<file path="config.mk">
export PLATFORM = sky130hd
export DESIGN_NAME = suc_host
export DESIGN_NICKNAME = d
export VERILOG_FILES = /design/src/verilog/suc_pkg.sv /design/src/verilog/suc_host.sv /design/src/verilog/suc_word_mem.sv /design/src/verilog/suc_shifter.sv
export SDC_FILE = /design/constraint.sdc
export NUM_CORES = 1
export LEC_CHECK = 0
export BUFFER_PORTS_ARGS = -buffer_cell sky130_fd_sc_hd__buf_2
export CAP_MARGIN = 20
export CORE_AREA = 2 2 305 307
export CTS_BUF_LIST = sky130_fd_sc_hd__clkbuf_8
export DETAILED_ROUTE_END_ITERATION = 16
export DIE_AREA = 0 0 307 309
export PLACE_DENSITY = 0.49
export SKIP_LAST_GASP = 1
export SYNTH_ARGS = -nofsm -noshare
export SYNTH_HDL_FRONTEND = slang
export SYNTH_SLANG_ARGS = --single-unit
</file>
<file path="constraint.sdc">
create_clock -name core_clk -period 4.45 [get_ports core_clk]
set_input_delay 0.445 -clock core_clk [delete_from_list [all_inputs] [get_ports core_clk]]
set_output_delay 0.445 -clock core_clk [all_outputs]
set_load 0.01 [all_outputs]
</file>
<file path="src/verilog/suc_pkg.sv">
package suc_pkg;
   // ----------------------------------------
   // register select codes
   // ----------------------------------------
   localparam logic [3:0] SUC_SEL_R0  = 4'h0;
   localparam logic [3:0] SUC_SEL_R6  = 4'h6;
   localparam logic [3:0] SUC_SEL_R7  = 4'h7;
   localparam logic [3:0] SUC_SEL_R8  = 4'h8;
   localparam logic [3:0] SUC_SEL_R9  = 4'h9;
   localparam logic [3:0] SUC_SEL_R10 = 4'hA;
   localparam logic [3:0] SUC_SEL_R11 = 4'hB;
   localparam logic [3:0] SUC_SEL_R12 = 4'hC;
   localparam int         SUC_NUM_WORDS = 13;
   // ----------------------------------------
   // fixed words and mandatory bit patterns
   // ----------------------------------------
   localparam logic [31:0] SUC_FIXED_R8   = 32'h102D4028;
   localparam logic [31:0] SUC_FIXED_R11  = 32'h0061300B;
   localparam logic [31:0] SUC_R7_KEEP    = 32'h020003F0;
   localparam logic [31:0] SUC_R7_FORCE   = 32'h10000000;
   localparam logic [31:0] SUC_R9_KEEP    = 32'hFFFFFFF0;
   localparam logic [31:0] SUC_R10_KEEP   = 32'h00003FF0;
   localparam logic [31:0] SUC_R10_FORCE  = 32'h00C00000;
   localparam logic [31:0] SUC_R12_KEEP   = 32'hFFFF0000;
   localparam logic [31:0] SUC_R12_FORCE  = 32'h00000410;
   localparam int          SUC_RESYNC_LSB = 16;
   // ----------------------------------------
   // own register map (byte offsets)
   // ----------------------------------------
   localparam logic [3:0] SUC_ADDR_CTRL   = 4'h0;
   localparam logic [3:0] SUC_ADDR_STATUS = 4'h4;
   localparam logic [3:0] SUC_ADDR_WIDX   = 4'h8;
   localparam logic [3:0] SUC_ADDR_WDATA  = 4'hC;
   localparam int         SUC_CTRL_START  = 0;
   localparam int         SUC_CTRL_SINGLE = 1;
   localparam int         SUC_ST_BUSY     = 0;
   localparam int         SUC_ST_DONE     = 1;
   localparam int         SUC_ST_BADRES   = 2;
   localparam logic [31:0] SUC_DEAD_DATA  = 32'h00000000;
   // ----------------------------------------
   // link timing
   // ----------------------------------------
   localparam int         SUC_CLK_MHZ     = 100;
   localparam int         SUC_HALF_NS     = 50;
   localparam int         SUC_HALF_CYC    = (SUC_HALF_NS * SUC_CLK_MHZ + 999) / 1000;
   localparam int         SUC_LE_NS       = 20;
   localparam int         SUC_LE_CYC      = (SUC_LE_NS * SUC_CLK_MHZ + 999) / 1000;
   localparam logic [7:0] SUC_HALF_CNT    = 8'(SUC_HALF_CYC);
   localparam logic [7:0] SUC_LE_CNT      = 8'(SUC_LE_CYC);
endpackage : suc_pkg

</file>
<file path="src/verilog/suc_host.sv">
// Register access over Avalon-MM was decided locally.
`timescale 1ns/100ps
module suc_host
   import suc_pkg::*;
(
   // clock, enable, reset
   input  wire logic        core_clk,
   input  wire logic        ce,
   input  wire logic        rst_b,
   // avalon-mm slave
   input  wire logic [3:0]  avs_address,
   input  wire logic        avs_read,
   input  wire logic        avs_write,
   input  wire logic [31:0] avs_writedata,
   output logic      [31:0] avs_readdata,
   output logic             avs_waitrequest,
   // serial pins to the synthesizer
   output logic             syn_clk,
   output logic             syn_data,
   output logic             syn_latch
);
   // ----------------------------------------
   // types
   // ----------------------------------------
   typedef enum logic [5:0] {
      ST_IDLE  = 6'b000001,
      ST_FETCH = 6'b000010,
      ST_WAIT  = 6'b000100,
      ST_SEND  = 6'b001000,
      ST_HOLD  = 6'b010000,
      ST_NEXT  = 6'b100000
   } suc_st_t;
   typedef struct packed {
      suc_st_t     st;
      logic [3:0]  idx;
      logic        single;
      logic        done;
      logic        badres;
      logic [31:0] word;
      logic        go;
      logic        wreq;
      logic [31:0] rdata;
      logic        sck;
      logic        sd;
      logic        le;
   } suc_state_t;
   // ----------------------------------------
   // signals
   // ----------------------------------------
   suc_state_t  s_reg;
   suc_state_t  s_next;
   logic [1:0]  rst_sync_reg;
   logic        rst_sync_b;
   logic        sh_busy;
   logic        sh_clk;
   logic        sh_data;
   logic        sh_latch;
   logic [31:0] mem_rdata;
   logic        mem_we;
   logic [3:0]  mem_waddr;
   logic        acc;
   logic [31:0] shaped;
   // ----------------------------------------
   // reset release
   // ----------------------------------------
   // kept apart from the state struct: it lives on the raw reset
   always_ff @(posedge core_clk or negedge rst_b) begin
      if (!rst_b) begin
         rst_sync_reg <= 2'b00;
      end else if (ce) begin
         rst_sync_reg <= {rst_sync_reg[0], 1'b1};
      end
   end
   assign rst_sync_b = rst_sync_reg[1];
   // ----------------------------------------
   // word image store
   // ----------------------------------------
   // software loads images; writes only land while no sequence runs
   assign acc       = (avs_read | avs_write) & s_reg.wreq;
   assign mem_we    = acc & avs_write & (avs_address == SUC_ADDR_WDATA)
                      & (s_reg.st == ST_IDLE);
   assign mem_waddr = s_reg.idx;
   suc_word_mem u_mem (
      .clk   (core_clk),
      .ce    (ce),
      .we    (mem_we),
      .waddr (mem_waddr),
      .wdata (avs_writedata),
      .raddr (s_reg.idx),
      .rdata (mem_rdata)
   );
   // ----------------------------------------
   // shaping of each word before it leaves
   // ----------------------------------------
   always_comb begin
      shaped = mem_rdata;
      case (s_reg.idx)
         SUC_SEL_R7: begin
            // keeps 25 and 9:4; forces reserved pattern
            shaped = (mem_rdata & SUC_R7_KEEP) | SUC_R7_FORCE;
         end
         SUC_SEL_R8:  shaped = SUC_FIXED_R8;
         SUC_SEL_R9:  shaped = mem_rdata & SUC_R9_KEEP;
         SUC_SEL_R10: begin
            shaped = (mem_rdata & SUC_R10_KEEP) | SUC_R10_FORCE;
         end
         SUC_SEL_R11: shaped = SUC_FIXED_R11;
         SUC_SEL_R12: begin
            shaped = (mem_rdata & SUC_R12_KEEP) | SUC_R12_FORCE;
         end
         default:     shaped = mem_rdata;
      endcase
      shaped[3:0] = s_reg.idx;
   end
   // ----------------------------------------
   // sequencer and bus slave
   // ----------------------------------------
   always_comb begin
      s_next          = s_reg;
      s_next.go       = 1'b0;
      s_next.wreq     = 1'b1;
      s_next.sck      = sh_clk;
      s_next.sd       = sh_data;
      s_next.le       = sh_latch;
      if (acc) begin
         s_next.wreq  = 1'b0;
         s_next.rdata = SUC_DEAD_DATA;
         if (avs_read) begin
            case (avs_address)
               SUC_ADDR_STATUS: begin
                  s_next.rdata[SUC_ST_BUSY]   = (s_reg.st != ST_IDLE);
                  s_next.rdata[SUC_ST_DONE]   = s_reg.done;
                  s_next.rdata[SUC_ST_BADRES] = s_reg.badres;
               end
               SUC_ADDR_WIDX:  s_next.rdata[3:0] = s_reg.idx;
               SUC_ADDR_WDATA: s_next.rdata = mem_rdata;
               default:        s_next.rdata = SUC_DEAD_DATA;
            endcase
         end else if (s_reg.st == ST_IDLE) begin
            case (avs_address)
               SUC_ADDR_WIDX: s_next.idx = avs_writedata[3:0];
               SUC_ADDR_CTRL: begin
                  if (avs_writedata[SUC_CTRL_START]) begin
                     s_next.single = avs_writedata[SUC_CTRL_SINGLE];
                     // full load starts at the top word
                     if (!avs_writedata[SUC_CTRL_SINGLE]) begin
                        s_next.idx = SUC_SEL_R12;
                     end
                     s_next.done   = 1'b0;
                     s_next.badres = 1'b0;
                     s_next.st     = ST_FETCH;
                  end
               end
               default: s_next.idx = s_reg.idx;
            endcase
         end
      end
      case (s_reg.st)
         ST_IDLE:  s_next.st = s_next.st;
         ST_FETCH: s_next.st = ST_WAIT;
         ST_WAIT: begin
            // zero resync delay is illegal, so the sequence stops here
            if (s_reg.idx == SUC_SEL_R12 &&
                shaped[31:SUC_RESYNC_LSB] == 16'h0000) begin
               s_next.badres = 1'b1;
               s_next.st     = ST_IDLE;
            end else begin
               s_next.word = shaped;
               s_next.go   = 1'b1;
               s_next.st   = ST_SEND;
            end
         end
         ST_SEND: s_next.st = ST_HOLD;
         ST_HOLD: begin
            if (!sh_busy) begin
               s_next.st = ST_NEXT;
            end
         end
         ST_NEXT: begin
            // word zero last: earlier words do not retune
            if (s_reg.single || s_reg.idx == SUC_SEL_R0) begin
               s_next.done = 1'b1;
               s_next.st   = ST_IDLE;
            end else begin
               s_next.idx = s_reg.idx - 4'h1;
               s_next.st  = ST_FETCH;
            end
         end
         default: s_next.st = ST_IDLE;
      endcase
   end
   always_ff @(posedge core_clk or negedge rst_sync_b) begin
      if (!rst_sync_b) begin
         s_reg.st     <= ST_IDLE;
         s_reg.idx    <= 4'h0;
         s_reg.single <= 1'b0;
         s_reg.done   <= 1'b0;
         s_reg.badres <= 1'b0;
         s_reg.word   <= 32'h0;
         s_reg.go     <= 1'b0;
         s_reg.wreq   <= 1'b1;
         s_reg.rdata  <= 32'h0;
         s_reg.sck    <= 1'b0;
         s_reg.sd     <= 1'b0;
         s_reg.le     <= 1'b0;
      end else if (ce) begin
         s_reg.st     <= s_next.st;
         s_reg.idx    <= s_next.idx;
         s_reg.single <= s_next.single;
         s_reg.done   <= s_next.done;
         s_reg.badres <= s_next.badres;
         s_reg.word   <= s_next.word;
         s_reg.go     <= s_next.go;
         s_reg.wreq   <= s_next.wreq;
         s_reg.rdata  <= s_next.rdata;
         s_reg.sck    <= s_next.sck;
         s_reg.sd     <= s_next.sd;
         s_reg.le     <= s_next.le;
      end
   end
   // ----------------------------------------
   // serial engine
   // ----------------------------------------
   suc_shifter u_shift (
      .clk        (core_clk),
      .ce         (ce),
      .rst_sync_b (rst_sync_b),
      .go         (s_reg.go),
      .word       (s_reg.word),
      .busy       (sh_busy),
      .ser_clk    (sh_clk),
      .ser_data   (sh_data),
      .ser_latch  (sh_latch)
   );
   assign avs_waitrequest = s_reg.wreq;
   assign avs_readdata    = s_reg.rdata;
   assign syn_clk         = s_reg.sck;
   assign syn_data        = s_reg.sd;
   assign syn_latch       = s_reg.le;
endmodule : suc_host

</file>
<file path="src/verilog/suc_word_mem.sv">
`timescale 1ns/100ps
module suc_word_mem (
   // clock
   input  wire logic        clk,
   input  wire logic        ce,
   // write port
   input  wire logic        we,
   input  wire logic [3:0]  waddr,
   input  wire logic [31:0] wdata,
   // read port
   input  wire logic [3:0]  raddr,
   output logic      [31:0] rdata
);
   logic [31:0] mem [0:15];
   // no reset: contents are software images, loaded before start
   always_ff @(posedge clk) begin
      if (ce) begin
         if (we) begin
            mem[waddr] <= wdata;
         end
         rdata <= mem[raddr];
      end
   end
endmodule : suc_word_mem

</file>
<file path="src/verilog/suc_shifter.sv">
`timescale 1ns/100ps
module suc_shifter
   import suc_pkg::*;
(
   // clock and reset
   input  wire logic        clk,
   input  wire logic        ce,
   input  wire logic        rst_sync_b,
   // word request
   input  wire logic        go,
   input  wire logic [31:0] word,
   output logic             busy,
   // serial pins
   output logic             ser_clk,
   output logic             ser_data,
   output logic             ser_latch
);
   typedef enum logic [3:0] {
      SH_IDLE  = 4'b0001,
      SH_LOW   = 4'b0010,
      SH_HIGH  = 4'b0100,
      SH_LATCH = 4'b1000
   } suc_sh_st_t;
   typedef struct packed {
      suc_sh_st_t  st;
      logic [31:0] sr;
      logic [5:0]  nbit;
      logic [7:0]  tmr;
      logic        sck;
      logic        sd;
      logic        le;
   } suc_sh_t;
   suc_sh_t s_reg, s_next;
   always_comb begin
      s_next = s_reg;
      case (s_reg.st)
         SH_IDLE: begin
            s_next.le  = 1'b0;
            s_next.sck = 1'b0;
            if (go) begin
               s_next.sr   = word;
               s_next.sd   = word[31];
               s_next.nbit = 6'h00;
               s_next.tmr  = SUC_HALF_CNT;
               s_next.st   = SH_LOW;
            end
         end
         SH_LOW: begin
            if (s_reg.tmr > 8'h01) begin
               s_next.tmr = s_reg.tmr - 8'h01;
            end else begin
               s_next.sck = 1'b1;
               s_next.tmr = SUC_HALF_CNT;
               s_next.st  = SH_HIGH;
            end
         end
         SH_HIGH: begin
            if (s_reg.tmr > 8'h01) begin
               s_next.tmr = s_reg.tmr - 8'h01;
            end else begin
               s_next.sck  = 1'b0;
               s_next.sr   = {s_reg.sr[30:0], 1'b0};
               s_next.sd   = s_reg.sr[30];
               s_next.nbit = s_reg.nbit + 6'h01;
               s_next.tmr  = SUC_HALF_CNT;
               if (s_reg.nbit == 6'h1F) begin
                  s_next.le  = 1'b1;
                  s_next.tmr = SUC_LE_CNT;
                  s_next.st  = SH_LATCH;
               end else begin
                  s_next.st = SH_LOW;
               end
            end
         end
         SH_LATCH: begin
            if (s_reg.tmr > 8'h01) begin
               s_next.tmr = s_reg.tmr - 8'h01;
            end else begin
               s_next.le = 1'b0;
               s_next.st = SH_IDLE;
            end
         end
         default: s_next.st = SH_IDLE;
      endcase
   end
   always_ff @(posedge clk or negedge rst_sync_b) begin
      if (!rst_sync_b) begin
         s_reg <= '{st: SH_IDLE, sr: 32'h0, nbit: 6'h0, tmr: 8'h0,
                    sck: 1'b0, sd: 1'b0, le: 1'b0};
      end else if (ce) begin
         s_reg <= s_next;
      end
   end
   assign busy      = (s_reg.st != SH_IDLE) | go;
   assign ser_clk   = s_reg.sck;
   assign ser_data  = s_reg.sd;
   assign ser_latch = s_reg.le;
endmodule : suc_shifter

</file>
==> flow_summary.yaml <==
outcome:
  status: "completed"
floorplan:
  die_area_mm2: 0.0949
  core_mm2: 0.0914
  num_rows: 111
  start_util_pct: 29.9
  die_h_um: 309
  fp.dieW_um: 307
  ios: 77
critical_path:
  crit_type: "reg -> reg"
  cp.arrival_ns: 3.70
  rrSetupSlack_ns: 1.07
  path_cells: "or4_4 -> or2_4 -> nor4_4 -> nand2_2 -> nor2_4 -> buf_4"
  end_kind: "flip-flop"
  crit_required_ns: 4.77
  crit_path_start_kind: "flip-flop"
  critical_path_buf_inv_count: 1
  path_max_fanout: 32
  critical-path-top-delay-family: "simple AND/OR/NAND/NOR gates"
  slowest_delay_ns: 0.61
  critPathSlowestCell: "buf_4"
timing:
  fin_setup_tns_ns: 0
  worst_pin_slew_ns: 1.01
  fin_skew_ns: 0.0451
  period_share_pct: 75.9
  drv_slew: 0
  fmax_ghz: 0.296
  holdWs_ns: 0.0946
  min_period_ns: 3.38
  relSlewSlack_pct: 32.4
  rsz0062_at_grt: "false"
  hold_viol: 0
  setup-violations-final: 0
global_route:
  grt_use_total_pct: 14.2
  grt_max_degree: 107
  grt_pass1_vias: 15100
  antenna_found_initial: 8
  grt-ovfl-total: 0
  grt_pass1_wl_um: 99900
power:
  powerDensity_mw_per_mm2: 468
  p_leak_uw: 0.0105
  power.total_uw: 14700
  ir_drop_uv: 245
final_layout:
  nets: 1657
  area_delta_synth_final_pct: 14.6
  largest_reg_flops: 512
  design_area_mm2: 0.0313
  drive_above_1_share_pct: 29.1
clock_tree:
  cts-root-to-sink-buffers: 3
  cts_tree: "built"
  clk_pin_slew_ns: 0.06
  cts_sinks: 680
  cts_resized: 0
  cts_made_buffers: 115
  clock_latency_ns: 0.73
  cts_max_level: 3
  cts-root-buf: "clkbuf_8"
synthesis:
  syn_inst: 1489
  synthFlopType: "edfxtp_1"
  synth_fp_nets: 1538
  async_flop_share_pct: 20.0
  ys_seq_elements: 680
  synth_edf_count: 544
  synth_area_leaders: "edfxtp_1 (60%), mux4_2 (13%), dfrtp_1 (12%)"
  syn_avg_cell_area_um2: 18.4
  yosysUniqueCellTypes: 83
  synth_largest_area_cell: "edfxtp_1"
  synth_area_mm2: 0.0273
  ys_warn_count: 0
  ys_seq_area_share_pct: 72.2
  synth_top_cell_area_share_pct: 59.8
placement:
  dp_hpwl_um: 38100
  numPortBuffers: 76
  dpl-instance-area_mm2: 0.0291
  gp_congestion: 0.759
routing:
  routed-via-count: 14000
  drc_errors: 0
  first_pass_iters: 6
  drt_iter0_markers: 1076
  drt-vias-per-instance: 4.88
  ant_nets: 0
  wire_per_inst_um: 23.0
  wl_um: 66200
job:
  max_cap_violations: 0
hold_path:
  min_path_type: "in -> reg"
-- power breakdown --
part,internal (µW),switching [µW]
combinational,761,997
sequential,7270,364
clock,2780,2490
total,10800,3860
-- synthesized netlist by cell type, types with 3 or more instances --
cell and count:
edfxtp_1 544, mux4_2 160, dfrtp_1 133, nand2_1 102, nor2_1 62, clkbuf_1 52
o21ai_0 46, a31oi_1 36, a22o_1 35, buf_4 33, a21oi_1 21, buf_2 19
inv_1 18, mux2_2 18, o31ai_1 17, nor3_1 11, buf_1 10, nand3_1 10
or3_1 9, ha_1 8, nor2b_1 8, nand2b_1 7, and3_1 6, o2bb2ai_1 6
a21o_1 5, mux2_4 5, nor4_1 5, o21a_1 5, or4_1 5, a22oi_1 4
nand4_1 4, nor3_2 4, o211ai_1 4, or2_2 4, a2bb2oi_1 3, a32oi_1 3
dfstp_2 3, nand2_2 3, o22ai_1 3
-- cells by family after synthesis --
family / count (synthesis) / share of synthesized area, %
AO/OA/AOI/OAI: 213 / 5.57
buffers and inverters: 135 / 2.45
flip-flops: 680 / 72.2
AND/OR/NAND/NOR: 263 / 4.96
multiplexers: 186 / 14.3
XOR/XNOR: 3 / 0.0961
adder cells (fa/ha/maj): 9 / 0.403
-- final timing paths --
check	start	endpoint	cells after the start
worst max-delay path	s_reg[79]	u_mem.mem[15][24]	6
worst min-delay path	avs_writedata[6]	u_mem.mem[8][6]	1
worst max register to register	s_reg[79]	u_mem.mem[15][24]	6
worst min register to register	rst_sync_reg[1]	avs_readdata[8]	0
max in group asynchronous	rst_sync_reg[1]	u_shift.s_reg[34]	2
min in group asynchronous	rst_sync_reg[1]	avs_readdata[8]	0
-- metal layers --
| layer | part of all wire [%] | track usage (%) | vias to the layer above |
|---|---|---|---|
| li1 | - | - | 6221 |
| met1 | 44 | 18.8 | 7376 |
| met2 | 49 | 23.6 | 311 |
| met3 | 4.4 | 2.95 | 129 |
| met4 | 2.3 | 4.19 | 8 |
| met5 | 0.071 | 0 | - |
-- through the flow --
step	util [%]	setup WS [ns]	instances
floorplan	-	0.369	1489
global placement	31.9	1.08	2673
detailed placement	31.9	1.04	2673
CTS	34.3	1.01	2878
global route	34.3	0.936	2880
finish	34.3	1.07	2880
-- area by class of cell --
class / instances / area [µm²]
repair buffers: 118 / 823
well taps: 1186 / 1480
fillers: 8657 / 60000
flip-flops and latches: 680 / 19800
clock buffers: 123 / 1690
multi-input cells: 674 / 7030
inverters: 19 / 71.3
diodes: 1 / 2.50
clock inverters: 79 / 473
-- placed cells by master, fill, tap and decap left out, types with 18 or more instances in the layout --
cell type	count
clkinv_1	25
a21oi_1	21
inv_1	53
nor2_1	52
mux4_2	160
edfxtp_1	544
dfrtp_1	129
a22o_1	35
a31oi_1	36
o21ai_0	46
nand2_1	102
mux2_2	18
clkbuf_8	123
buf_4	30
buf_2	76
-- timing repair --
action | CTS | global route
buffers inserted | 0 | 0
endpoints found under the hold margin | 4 | 0
hold buffers | 3 | 0
Power figures use the tool's default switching activity.
